**src/rtl/espc_regs.svh**
```systemverilog
// Register offsets, field positions, reset values and timing counts of the sync conditioner
`ifndef ESPC_REGS_SVH
`define ESPC_REGS_SVH

// Byte offsets of the register words
`define ESPC_OFS_CTRL 8'h00
`define ESPC_OFS_DEBOUNCE 8'h04
`define ESPC_OFS_MINTIME 8'h08
`define ESPC_OFS_DIV1 8'h0c
`define ESPC_OFS_DIV2 8'h10
`define ESPC_OFS_DIV3 8'h14
`define ESPC_OFS_DIV4 8'h18
`define ESPC_OFS_STATUS 8'h1c

// Control word fields
`define ESPC_CTRL_TERM_LSB 0
`define ESPC_CTRL_TERM_MSB 2
`define ESPC_CTRL_RISING_BIT 3
`define ESPC_CTRL_EXT_LSB 4
`define ESPC_CTRL_EXT_MSB 6

// Status word fields
`define ESPC_STAT_LEVEL_BIT 0
`define ESPC_STAT_LOCK_BIT 1
`define ESPC_STAT_RAW_BIT 2
`define ESPC_STAT_CNT_LSB 16
`define ESPC_STAT_CNT_MSB 31

// Reset values
`define ESPC_RST_CTRL 8'h00
`define ESPC_RST_DEBOUNCE 8'h01
`define ESPC_RST_MINTIME 16'h0000
`define ESPC_RST_DIV1 16'h0009
`define ESPC_RST_DIV 8'h00

// Timing: clock rate, lockout time unit in microseconds, derived cycle count
`define ESPC_CLK_HZ 10000000
`define ESPC_LOCK_UNIT_US 1
`define ESPC_LOCK_UNIT_CYC ((`ESPC_CLK_HZ / 1000000) * `ESPC_LOCK_UNIT_US)

`endif

```
**src/rtl/espc_pkg.sv**
```systemverilog
// Types shared by the sync conditioner modules
package espc_pkg;

    // Lockout state, Gray coded along watch -> hold -> watch
    typedef enum logic [0:0] {
        ESPC_WATCH = 1'b0,
        ESPC_HOLD = 1'b1
    } espc_lock_t;

    typedef logic [7:0] espc_din_t;

endpackage : espc_pkg

```
**src/rtl/espc_input_sync.sv**
```systemverilog
// Two-stage synchronisers for the digital input terminals, followed by the terminal selector
`timescale 1ns/100ps
module espc_input_sync
    import espc_pkg::*;
(
    input wire logic clk_i,
    input wire logic rst_i,
    input wire espc_din_t din_i,
    input wire logic [2:0] term_sel_i,
    output logic sel_level_o,
    output logic first_level_o
);

    espc_din_t meta;
    espc_din_t sync;

    // One synchroniser per terminal; the first stage feeds only the second
    genvar g;
    generate
        for (g = 0; g < 8; g = g + 1) begin : g_sync
            always_ff @(posedge clk_i) begin
                if (rst_i) begin
                    meta[g] <= 1'b0;
                    sync[g] <= 1'b0;
                end else begin
                    meta[g] <= din_i[g];
                    sync[g] <= meta[g];
                end
            end
        end
    endgenerate

    // Terminal choice; terminal 0 stays visible on its own for time sync
    assign sel_level_o = sync[term_sel_i];
    assign first_level_o = sync[0];

endmodule : espc_input_sync

```
**src/rtl/espc_debounce.sv**
```systemverilog
// Debounce filter: a new level counts only after enough agreeing samples
`timescale 1ns/100ps
module espc_debounce
    import espc_pkg::*;
(
    input wire logic clk_i,
    input wire logic rst_i,
    input wire logic sample_i,
    input wire logic [7:0] count_i,
    input wire logic rising_i,
    output logic level_o,
    output logic edge_o
);

    logic [7:0] run;
    logic [1:0] settle;
    logic [8:0] need;
    logic [8:0] next_run;
    logic accept;

    // A count of zero behaves as one so the filter never stalls
    assign need = (count_i == 8'h00) ? 9'h001 : {1'b0, count_i};
    assign next_run = {1'b0, run} + 9'h001;
    assign accept = (settle == 2'h3) && (sample_i != level_o) && (next_run >= need);

    // Level primes over three samples after reset without an edge; the synchroniser
    // still shows its reset zero for two of them, so a pin already at the slope
    // level would otherwise give a false event
    always_ff @(posedge clk_i) begin
        if (rst_i) begin
            level_o <= 1'b0;
            run <= 8'h00;
            settle <= 2'h0;
            edge_o <= 1'b0;
        end else begin
            edge_o <= 1'b0;
            if (settle != 2'h3) begin
                level_o <= sample_i;
                settle <= settle + 2'h1;
                run <= 8'h00;
            end else if (sample_i == level_o) begin
                run <= 8'h00;
            end else if (accept) begin
                level_o <= sample_i;
                run <= 8'h00;
                edge_o <= (sample_i == rising_i);
            end else begin
                run <= next_run[7:0];
            end
        end
    end

endmodule : espc_debounce

```
**src/rtl/espc_top.sv**
```systemverilog
// External sync pulse conditioner with Wishbone register access
//
// The register addresses and the Wishbone register port were decided locally.
`timescale 1ns/100ps
`include "espc_regs.svh"

// Operation
// - Sync input chosen among digital terminals; first terminal also feeds time sync.
// - Configuration picks rising or falling transition as the sync event.
// - New level accepted only after configured count of agreeing samples.
// - After an accepted edge, further edges ignored until minimum time elapses.
// - Sample rate one always runs internally, never from the external sync.
// - Only sample rates two to four may follow the external sync.
module espc_top
    import espc_pkg::*;
(
    input wire logic clk_i,
    input wire logic rst_i,
    input wire logic wb_cyc_i,
    input wire logic wb_stb_i,
    input wire logic wb_we_i,
    input wire logic [7:0] wb_adr_i,
    input wire logic [3:0] wb_sel_i,
    input wire logic [31:0] wb_dat_i,
    output logic [31:0] wb_dat_o,
    output logic wb_ack_o,
    input wire espc_din_t din_i,
    output logic [3:0] sample_strobe_o,
    output logic time_sync_o
);

    localparam logic [3:0] UNIT_LAST = 4'(`ESPC_LOCK_UNIT_CYC - 1);

    // Address match on the word part of the byte address
    function automatic logic hit(input logic [7:0] adr, input logic [7:0] ofs);
        hit = (adr[7:2] == ofs[7:2]);
    endfunction : hit

    // Byte-lane merge for a write
    function automatic logic [31:0] merge(input logic [31:0] old, input logic [31:0] nw,
                                          input logic [3:0] sel);
        logic [31:0] r;
        integer i;
        r = old;
        for (i = 0; i < 4; i = i + 1) begin
            if (sel[i]) begin
                r[i*8 +: 8] = nw[i*8 +: 8];
            end
        end
        merge = r;
    endfunction : merge

    // Configuration registers
    logic [7:0] ctrl;
    logic [7:0] debounce;
    logic [15:0] min_time;
    logic [15:0] div1;
    logic [7:0] div_hi [1:3];

    // Lockout and event state
    espc_lock_t lock_state;
    logic [15:0] lock_left;
    logic [3:0] unit_cnt;
    logic [15:0] edge_count;

    // Internal rate generator state
    logic [15:0] base_cnt;
    logic [7:0] sub_cnt [1:3];
    logic [3:0] int_tick;

    // Bus decode
    wire bus_req = wb_cyc_i && wb_stb_i && !wb_ack_o;
    wire bus_wr = bus_req && wb_we_i;
    wire wr_ctrl = bus_wr && hit(wb_adr_i, `ESPC_OFS_CTRL);
    wire wr_deb = bus_wr && hit(wb_adr_i, `ESPC_OFS_DEBOUNCE);
    wire wr_min = bus_wr && hit(wb_adr_i, `ESPC_OFS_MINTIME);
    wire wr_div1 = bus_wr && hit(wb_adr_i, `ESPC_OFS_DIV1);
    wire [3:1] wr_div;
    assign wr_div[1] = bus_wr && hit(wb_adr_i, `ESPC_OFS_DIV2);
    assign wr_div[2] = bus_wr && hit(wb_adr_i, `ESPC_OFS_DIV3);
    assign wr_div[3] = bus_wr && hit(wb_adr_i, `ESPC_OFS_DIV4);

    // Write data merged per register width
    wire [31:0] next_ctrl = merge({24'h000000, ctrl}, wb_dat_i, wb_sel_i);
    wire [31:0] next_deb = merge({24'h000000, debounce}, wb_dat_i, wb_sel_i);
    wire [31:0] next_min = merge({16'h0000, min_time}, wb_dat_i, wb_sel_i);
    wire [31:0] next_div1 = merge({16'h0000, div1}, wb_dat_i, wb_sel_i);

    // Control fields
    wire [2:0] term_sel = ctrl[`ESPC_CTRL_TERM_MSB:`ESPC_CTRL_TERM_LSB];
    wire slope_rising = ctrl[`ESPC_CTRL_RISING_BIT];
    wire [3:1] ext_en = ctrl[`ESPC_CTRL_EXT_MSB:`ESPC_CTRL_EXT_LSB];

    // Input path
    logic sel_level;
    logic first_level;
    logic deb_level;
    logic deb_edge;

    espc_input_sync u_sync (
        .clk_i(clk_i),
        .rst_i(rst_i),
        .din_i(din_i),
        .term_sel_i(term_sel),
        .sel_level_o(sel_level),
        .first_level_o(first_level)
    );

    espc_debounce u_deb (
        .clk_i(clk_i),
        .rst_i(rst_i),
        .sample_i(sel_level),
        .count_i(debounce),
        .rising_i(slope_rising),
        .level_o(deb_level),
        .edge_o(deb_edge)
    );

    // only edges seen while watching count
    wire sync_event = deb_edge && (lock_state == ESPC_WATCH);
    wire unit_done = (unit_cnt == UNIT_LAST);

    // Configuration writes; unmapped writes are acknowledged and dropped
    always_ff @(posedge clk_i) begin
        if (rst_i) begin
            ctrl <= `ESPC_RST_CTRL;
            debounce <= `ESPC_RST_DEBOUNCE;
            min_time <= `ESPC_RST_MINTIME;
            div1 <= `ESPC_RST_DIV1;
        end else begin
            if (wr_ctrl) begin
                // no external bit for rate one
                ctrl <= {1'b0, next_ctrl[6:0]};
            end
            if (wr_deb) begin
                debounce <= next_deb[7:0];
            end
            if (wr_min) begin
                min_time <= next_min[15:0];
            end
            if (wr_div1) begin
                div1 <= next_div1[15:0];
            end
        end
    end

    // Divisor registers of rates two to four
    genvar g;
    generate
        for (g = 1; g < 4; g = g + 1) begin : g_div
            wire [31:0] next_div = merge({24'h000000, div_hi[g]}, wb_dat_i, wb_sel_i);
            always_ff @(posedge clk_i) begin
                if (rst_i) begin
                    div_hi[g] <= `ESPC_RST_DIV;
                end else if (wr_div[g]) begin
                    div_hi[g] <= next_div[7:0];
                end
            end
        end
    endgenerate

    // Lockout timer in whole time units after each accepted edge
    // minimum time lockout
    always_ff @(posedge clk_i) begin
        if (rst_i) begin
            lock_state <= ESPC_WATCH;
            lock_left <= 16'h0000;
            unit_cnt <= 4'h0;
        end else begin
            case (lock_state)
                ESPC_WATCH: begin
                    unit_cnt <= 4'h0;
                    if (sync_event && (min_time != 16'h0000)) begin
                        lock_state <= ESPC_HOLD;
                        lock_left <= min_time;
                    end
                end
                ESPC_HOLD: begin
                    if (unit_done) begin
                        unit_cnt <= 4'h0;
                        lock_left <= lock_left - 16'h0001;
                        if (lock_left == 16'h0001) begin
                            lock_state <= ESPC_WATCH;
                        end
                    end else begin
                        unit_cnt <= unit_cnt + 4'h1;
                    end
                end
                default: begin
                    lock_state <= ESPC_WATCH;
                end
            endcase
        end
    end

    // Count of accepted sync edges, wraps; handy for software to see pulses arrive
    always_ff @(posedge clk_i) begin
        if (rst_i) begin
            edge_count <= 16'h0000;
        end else if (sync_event) begin
            edge_count <= edge_count + 16'h0001;
        end
    end

    // Base cycle: rate one divides the clock by div1 + 1
    // internal base rate
    always_ff @(posedge clk_i) begin
        if (rst_i) begin
            base_cnt <= 16'h0000;
        end else if (base_cnt >= div1) begin
            base_cnt <= 16'h0000;
        end else begin
            base_cnt <= base_cnt + 16'h0001;
        end
    end
    assign int_tick[0] = (base_cnt >= div1);

    // Rates two to four divide the base tick by their divisor + 1
    generate
        for (g = 1; g < 4; g = g + 1) begin : g_rate
            assign int_tick[g] = int_tick[0] && (sub_cnt[g] >= div_hi[g]);
            always_ff @(posedge clk_i) begin
                if (rst_i) begin
                    sub_cnt[g] <= 8'h00;
                end else if (int_tick[g]) begin
                    sub_cnt[g] <= 8'h00;
                end else if (int_tick[0]) begin
                    sub_cnt[g] <= sub_cnt[g] + 8'h01;
                end
            end
        end
    endgenerate

    // Sample strobes; external sync replaces the internal tick of rates two to four
    // external source choice
    wire [3:0] next_strobe = {ext_en[3] ? sync_event : int_tick[3],
                              ext_en[2] ? sync_event : int_tick[2],
                              ext_en[1] ? sync_event : int_tick[1],
                              int_tick[0]};

    always_ff @(posedge clk_i) begin
        if (rst_i) begin
            sample_strobe_o <= 4'h0;
            time_sync_o <= 1'b0;
        end else begin
            sample_strobe_o <= next_strobe;
            time_sync_o <= first_level;
        end
    end

    // Read mux; unmapped words read zero
    wire [31:0] status_word = {edge_count, 13'h0000, sel_level,
                               (lock_state == ESPC_HOLD), deb_level};
    wire [31:0] rd_div2 = {24'h000000, div_hi[1]};
    wire [31:0] rd_div3 = {24'h000000, div_hi[2]};
    wire [31:0] rd_div4 = {24'h000000, div_hi[3]};
    wire [31:0] next_rdata =
        hit(wb_adr_i, `ESPC_OFS_CTRL) ? {24'h000000, ctrl} :
        hit(wb_adr_i, `ESPC_OFS_DEBOUNCE) ? {24'h000000, debounce} :
        hit(wb_adr_i, `ESPC_OFS_MINTIME) ? {16'h0000, min_time} :
        hit(wb_adr_i, `ESPC_OFS_DIV1) ? {16'h0000, div1} :
        hit(wb_adr_i, `ESPC_OFS_DIV2) ? rd_div2 :
        hit(wb_adr_i, `ESPC_OFS_DIV3) ? rd_div3 :
        hit(wb_adr_i, `ESPC_OFS_DIV4) ? rd_div4 :
        hit(wb_adr_i, `ESPC_OFS_STATUS) ? status_word : 32'h00000000;

    // Classic single-cycle answer: ack one cycle after the request, then dropped
    always_ff @(posedge clk_i) begin
        if (rst_i) begin
            wb_ack_o <= 1'b0;
            wb_dat_o <= 32'h00000000;
        end else begin
            wb_ack_o <= bus_req;
            if (bus_req && !wb_we_i) begin
                wb_dat_o <= next_rdata;
            end
        end
    end

endmodule : espc_top

```
**config.mk**
```make
export PLATFORM = sky130hd
export DESIGN_NAME = espc_top
export DESIGN_NICKNAME = d
export VERILOG_FILES = /design/src/rtl/espc_pkg.sv /design/src/rtl/espc_input_sync.sv /design/src/rtl/espc_debounce.sv /design/src/rtl/espc_top.sv
export VERILOG_INCLUDE_DIRS = /design/src /design/src/rtl
export SDC_FILE = /design/constraint.sdc
export NUM_CORES = 1
export LEC_CHECK = 0
export BUFFER_PORTS_ARGS = -buffer_cell sky130_fd_sc_hd__buf_2
export CAP_MARGIN = 10
export CORE_MARGIN = 2
export CORE_UTILIZATION = 25
export CTS_CLUSTER_DIAMETER = 30
export DETAILED_ROUTE_END_ITERATION = 16
export PLACE_DENSITY = 0.42
export SYNTH_ARGS = -nofsm -noshare
export SYNTH_HDL_FRONTEND = slang
export SYNTH_SLANG_ARGS = --single-unit
```
**constraint.sdc**
```tcl
create_clock -name clk_i -period 4.2 [get_ports clk_i]
set_input_delay 1.26 -clock clk_i [delete_from_list [all_inputs] [get_ports clk_i]]
set_output_delay 1.26 -clock clk_i [all_outputs]
set_load 0.01 [all_outputs]
```
==> impl_metrics.json, run 1 <==
{
  "netSwitchingFraction_pct": 20.9,
  "grt_max_degree": 71,
  "row_count": 74,
  "clock_skew_ns": 0.0262,
  "clkPwrFrac_pct": 66.6,
  "min_period_over_period_pct": 70.8,
  "ctsHoldBuffers": 0,
  "area_growth_pct": 30.7,
  "synth_area_leaders": "dfxtp_1 32%, edfxtp_1 14%, ha_1 7.1%",
  "fmax_mhz": 336,
  "power_frac_seq_pct": 30.2,
  "required_ns": 4.63,
  "path_clk_slew_ns": 0.05,
  "grt_usage_pct": 13.6,
  "die_y_um": 208,
  "max-vdd-ir-drop_v": 0.000562,
  "slew_violations": 0,
  "initial_core_util_pct": 25.4,
  "cts_tree": "done",
  "ys.flop_type": "dfxtp_1",
  "cts.sinks": 214,
  "postPlaceCellArea_mm2": 0.0114,
  "worstSetupStartpointType": "input port",
  "die_w_um": 208,
  "finalHoldViolations": 0,
  "cts_setup_buffers": 0,
  "p_sw_mw": 1.51,
  "io_buffer_count": 74,
  "cts_buffers": 57,
  "num_vias": 8286,
  "antenna_found_initial": 0,
  "gp_congestion": 0.838,
  "synth_area_leader_cell": "dfxtp_1",
  "cts_buffer_depth": 3,
  "synth_edf_count": 48,
  "leakage_nw": 5.71,
  "critPathCaptureType": "flop",
  "post-route-util_pct": 33.2,
  "nets": 1329,
  "use_met3_pct": 3.03,
  "synthArstFlopShare_pct": 0,
  "setup_viol": 0,
  "ys_ff_latch": 214,
  "setup_slack_ns": 1.23,
  "finalCriticalPeriod_ns": 2.97,
  "critical_path_class": "input port to flop",
  "cts_root_buffer": "clkbuf_16",
  "grtUsageMet2_pct": 21.7,
  "min_path_cells": 1,
  "met1_usage_pct": 17.7,
  "design_area_mm2": 0.0136,
  "max_cap_viol_count": 0,
  "yosysTopAreaCellShare_pct": 32.0,
  "grt_busiest_layer": "met2",
  "first_global_vias": 8313,
  "yosysWarnings": 0,
  "combPwrFrac_pct": 3.2,
  "internal-power_mw": 5.69,
  "routed_via_density": 4.62,
  "max-slew-margin-rel_pct": 22.0,
  "hold_path_class": "flop to flop",
  "wl_um": 29600,
  "status": "complete, no violations",
  "rsz0062_at_grt": "no",
  "cp_data_arrival_time_ns": 3.41,
  "clkLatencyLatePin_ns": 0.58,
  "ant_nets": 0,
  "dp_slack_ns": 0.669,
  "yosysSeqAreaShare_pct": 45.9,
  "crit_fanout": 8,
  "tightest_slew_ns": 1.16,
  "syn_avg_cell_area_um2": 9.43,
  "p_total_mw": 7.20,
  "syn-num-nets": 1218,
  "wl_per_cell_um": 16.5,
  "r2r_cells": 11,
  "powerDensity_mw_per_mm2": 530,
  "fp.coreArea_mm2": 0.0409,
  "dieArea_mm2": 0.0432,
  "num_io_pins": 95,
  "drc_errors": 0,
  "antenna_cells": 0,
  "syn-cell-area_mm2": 0.0104,
  "ys_types": 59,
  "grt_pass1_wl_um": 46600,
  "firstDrtPassIters": 6,
  "ctsResizeCount": 0,
  "grt_overflow": 0,
  "syn_inst": 1102,
  "dp_hpwl_um": 20900,
  "drive_above_1_share_pct": 17.1,
  "htreeDepth": 2,
  "drt_iter0_drc": 530,
  "setup-tns-final_ns": 0
}
cell usage after synthesis (all sizes together) (9+ instances only):
master / instances
a21o: 13
a21oi: 50
a22oi: 27
and2: 47
and3: 15
clkbuf: 36
dfxtp: 166
edfxtp: 48
ha: 59
inv: 60
mux2: 10
mux2i: 53
nand2: 71
nand2b: 11
nand3: 44
nand4: 11
nor2: 155
nor2b: 30
nor3: 9
nor4: 11
o211ai: 14
o21ai: 30
o22ai: 9
or3: 10
xnor2: 26
xor2: 26
registers in the layout (all words and copies together) (netlist names), 8 cells and up:
signal and count:
div_hi 24, u_sync.meta 8, lock_left 16, div1 16, min_time 16, u_deb.run 8, edge_count 16, wb_dat_o 32
debounce 8, sub_cnt 24, base_cnt 16
metrics by stage:
step,instances,hold WS (ns)
6_report,1793,0.408
5_1_grt,1793,0.428
4_1_cts,1792,0.408
3_5_place_dp,1685,0.424
3_3_place_gp,1685,0.422
2_1_floorplan,1102,0.414
cells by family after synthesis:
kind of cell	share of synthesized area, %
buf+inv	3.65
compound gates	11.8
fa+ha+maj	7.11
simple gates	19.9
mux	7.27
flops	45.9
xor+xnor	4.38
area by class of cell:
class | instances | area [µm²]
sequential | 214 | 4760
multi-input combinational | 787 | 5250
tap | 532 | 666
timing repair buffer | 93 | 538
clock buffer | 70 | 1560
inverter | 60 | 225
fill | 4265 | 27300
clock inverter | 37 | 579
worst paths after layout:
path | from | slack, ns | end
worst max-delay path | wb_adr_i[5] | 1.23 | div1[2]$_SDFFE_PP0P_
worst min-delay path | u_sync.meta[3]$_SDFF_PP0_ | 0.41 | u_sync.sync[3]$_SDFF_PP0_
worst max register to register | u_deb.run[0]$_SDFF_PP0_ | 1.37 | u_deb.run[5]$_SDFF_PP0_
worst min register to register | u_sync.meta[3]$_SDFF_PP0_ | 0.41 | u_sync.sync[3]$_SDFF_PP0_
cell usage in the layout (no fill, tap or decap), types with 8 or more instances in the layout:
cell	netlist	layout
xnor2_1	26	26
nor3_1	8	8
nand2_1	71	71
clkinv_2	0	9
a21o_1	13	13
bufinv_16	0	14
and2_1	47	47
buf_2	0	74
nor4_1	11	10
xor2_1	26	26
o22ai_1	9	9
a22oi_1	27	27
dfxtp_1	166	166
clkbuf_16	0	58
nor2b_1	30	30
ha_1	59	59
mux2_2	10	10
inv_1	60	60
o21ai_0	26	26
edfxtp_1	48	48
or3_1	9	9
and3_1	15	15
buf_4	0	17
o211ai_1	14	14
nor2_1	155	155
nand4_1	11	11
a21oi_1	50	50
mux2i_1	53	53
nand3_1	44	44
nand2b_1	11	11
clkinvlp_4	0	9
power by group through the flow:
| stage | Clock [mW] | Sequential [mW] | Combinational, mW |
|---|---|---|---|
| floorplan | 0 | 2.20 | 0.136 |
| global placement | 0 | 2.21 | 0.227 |
| detailed placement | 0 | 2.21 | 0.231 |
| CTS | 4.90 | 2.17 | 0.232 |
| global route | 5.00 | 2.18 | 0.255 |
| finish | 4.79 | 2.17 | 0.228 |
critical path, stage by stage:
cell	delay, ns
buf_2	0.11
nor3_1	0.46
nand2b_1	0.33
nor3_1	0.38
nand3_1	0.49
mux2i_1	0.30
nor2_1	0.06
layer usage:
metal	up-vias	routed length, µm
met5	-	0
met3	69	1720
li1	4135	-
met4	0	954
met2	204	13400
met1	3878	13500
Note: power is estimated with default switching activity, not from simulation.
==> inputs of run 2 (changes only) <==
Settings changed: ABC_AREA from default to 1, PLACE_DENSITY 0.42 to 0.44.
Clock period 4.2 ns to 2.7 ns, I/O delays scaled along.
==> run 2 against run 1 <==
  * Sequential share of layout area down 0.75 points
  * Critical endpoint is now u_deb.run[5]$_SDFF_PP0_
  * Clock power up 66%
  * Sequential power up 56%
  * Highest routed layer unchanged
  * Combinational power up 59%
==> impl_metrics.json, run 2 <==
{
  "status": "complete, no violations",
  "critPathCaptureType": "flop",
  "p_sw_mw": 2.52,
  "wl_per_cell_um": 14.2,
  "layout.cells.non_filler": 2010,
  "min_path_cells": 2,
  "layout_common_cells": "179 x nand2_1, 166 x inv_1, 165 x dfxtp_1",
  "clkPwrFrac_pct": 68.0,
  "htreeDepth": 3,
  "max-vdd-ir-drop_v": 0.000465,
  "crit_fanout": 5,
  "gp_congestion": 0.775,
  "first_global_vias": 8730,
  "grt_pass1_wl_um": 46300,
  "cp_slowest_cell": "dfxtp_2",
  "cp_cell_sequence": "ha_1 > nand3_1 > nor2_2 > nand2_1 > xnor2_2 > ha_1 > a21oi_1 > o211ai_1 > nor2_1 > nand3_1 > nand2_2 > nand2_2 > nor3b_2",
  "ys_ff_latch": 214,
  "crit_path_end": "u_deb.run[5]$_SDFF_PP0_",
  "yosysSeqAreaShare_pct": 45.6,
  "die_y_um": 208,
  "max-slew-margin-rel_pct": 53.6,
  "num_vias": 8785,
  "firstDrtPassIters": 4,
  "syn_avg_cell_area_um2": 8.08,
  "slowest_delay_ns": 0.35,
  "design_area_mm2": 0.0139,
  "r2r-start": "u_deb.run[0]$_SDFF_PP0_",
  "initial_core_util_pct": 25.5,
  "antenna_cells": 0,
  "syn_inst": 1292,
  "netSwitchingFraction_pct": 21.5,
  "grt_overflow": 0,
  "cts_setup_buffers": 0,
  "fmax_mhz": 417,
  "tightest_slew_ns": 0.696,
  "io_buffer_count": 74,
  "drc_errors": 0,
  "cts.sinks": 214,
  "p_total_mw": 11.7,
  "ant_nets": 0,
  "cts_buffers": 68,
  "finalCriticalPeriod_ns": 2.40,
  "r2r_cells": 13,
  "ctsResizeCount": 0,
  "synthArstFlopShare_pct": 0,
  "final_common_cell": "nand2_1",
  "rsz0062_at_grt": "no",
  "wl_um": 28600,
  "yosysWarnings": 0,
  "yosysTopAreaCellShare_pct": 31.8,
  "hold_path_class": "flop to flop",
  "path_delay_family": "simple AND/OR/NAND/NOR gates",
  "synth_common_cells": "180 x nand2_1, 167 x inv_1, 166 x dfxtp_1",
  "postPlaceCellArea_mm2": 0.0115,
  "dp_slack_ns": 0.138,
  "finalHoldViolations": 0,
  "cp_data_arrival_time_ns": 2.86,
  "cp.depth": 13,
  "synth_area_leader_cell": "dfxtp_1",
  "worst-path-buf-inv": 0,
  "routed_via_density": 4.37,
  "internal-power_mw": 9.18,
  "cts_buffer_depth": 3,
  "die_w_um": 208,
  "setup-tns-final_ns": 0,
  "power_frac_seq_pct": 28.9,
  "critical_path_class": "flop to flop",
  "worstSetupStartpointType": "flop",
  "drt_iter0_drc": 425,
  "syn-num-nets": 1408,
  "syn-cell-area_mm2": 0.0104,
  "required_ns": 3.16,
  "dp_hpwl_um": 20200,
  "dpl.cell_count": 1883,
  "largest_reg_flops": 32,
  "powerDensity_mw_per_mm2": 843,
  "ys_types": 46,
  "synth_area_leaders": "dfxtp_1 32%, edfxtp_1 14%, ha_1 7.1%",
  "setup_viol": 0,
  "grt_usage_pct": 13.4,
  "largest-register": "wb_dat_o",
  "synth_edf_count": 48,
  "max_cap_viol_count": 0,
  "num_io_pins": 95,
  "leakage_nw": 5.76,
  "fp.coreArea_mm2": 0.0410,
  "ys.flop_type": "dfxtp_1",
  "cts_tree": "done",
  "path_clk_slew_ns": 0.04,
  "drive_above_1_share_pct": 18.2,
  "startpoint": "u_deb.run[0]$_SDFF_PP0_",
  "row_count": 74,
  "dieArea_mm2": 0.0434,
  "clkLatencyLatePin_ns": 0.56,
  "antenna_found_initial": 0,
  "ff2ff_setup_slack_ns": 0.30,
  "combPwrFrac_pct": 3.1,
  "post-synth-top-count-cell": "nand2_1",
  "nets": 1538,
  "rr_endpoint": "u_deb.run[5]$_SDFF_PP0_",
  "min_period_over_period_pct": 88.8,
  "grt_max_degree": 78,
  "slew_violations": 0,
  "setup_slack_ns": 0.302,
  "cts_root_buffer": "clkbuf_16",
  "ctsHoldBuffers": 0,
  "clock_skew_ns": 0.0224,
  "top_regs": "wb_dat_o (32), div_hi (24), sub_cnt (24)",
  "area_growth_pct": 32.9
}
-- run 2: changes by cell type in the layout (fill, tap and decap cells not counted), sizes merged, moves of 22 or more --
cell / before / now
mux2i: 53 / 3
a22oi: 27 / 0
a21oi: 50 / 147
o21ai: 30 / 91
clkbuf: 70 / 93
and2: 47 / 0
nand3: 44 / 66
nor2b: 30 / 0
inv: 60 / 178
nand2: 71 / 184
-- run 2: worst register-to-register path: stages (launching register included) --
cell and delay [ns]:
dfxtp_2 0.35, ha_1 0.19, nand3_1 0.13, nor2_2 0.13, nand2_1 0.10, xnor2_2 0.16, ha_1 0.33, a21oi_1 0.16
o211ai_1 0.11, nor2_1 0.12, nand3_1 0.11, nand2_2 0.14, nand2_2 0.13, nor3b_2 0.17
-- run 2: cell families after synthesis --
kind of cell,after synthesis,share of synthesized area [%]
XOR/XNOR,48,4.02
buffers and inverters,218,8.17
AO/OA/AOI/OAI,268,13.5
multiplexers,3,0.288
AND/OR/NAND/NOR,482,21.3
flip-flops,214,45.6
adder cells (fa/ha/maj),59,7.07
-- run 2: worst min path at each step --
stage / to / start
3_3_place_gp: u_sync.sync[1]$_SDFF_PP0_ / u_sync.meta[1]$_SDFF_PP0_
6_report: u_sync.sync[1]$_SDFF_PP0_ / u_sync.meta[1]$_SDFF_PP0_
2_1_floorplan: u_sync.first_level_o$_SDFF_PP0_ / u_sync.meta[0]$_SDFF_PP0_
5_1_grt: u_sync.sync[4]$_SDFF_PP0_ / u_sync.meta[4]$_SDFF_PP0_
3_5_place_dp: u_sync.sync[5]$_SDFF_PP0_ / u_sync.meta[5]$_SDFF_PP0_
4_1_cts: u_sync.sync[1]$_SDFF_PP0_ / u_sync.meta[1]$_SDFF_PP0_
-- run 2: stage by stage --
stage          hold WS, ns  util [%]
6_report             0.396      33.8
4_1_cts              0.400      33.8
3_5_place_dp         0.393      28.0
3_3_place_gp         0.393      28.0
5_1_grt              0.416      33.8
2_1_floorplan        0.388         -
-- run 2: per-layer routing --
layer	GRT usage, %	share of wire [%]
met3	3.32	4.7
met1	17.3	48
met5	0	0
met2	21.1	45
met4	5.68	2.7
-- run 2: layout make-up --
type	count	area (µm²)
Clock buffer	93	1970
Clock inverter	33	384
Fill cell	4304	27100
Inverter	177	667
Multi-Input combinational cell	861	4850
Sequential cell	214	4770
Tap cell	532	666
Timing Repair Buffer	100	578
-- run 2: power by group through the flow --
stage | clock [mW] | sequential (mW) | combinational (mW)
after global routing | 8.33 | 3.39 | 0.414
final | 7.95 | 3.38 | 0.363
after floorplan | 0 | 3.43 | 0.234
after CTS | 8.11 | 3.38 | 0.368
after global placement | 0 | 3.44 | 0.362
after detailed placement | 0 | 3.44 | 0.366
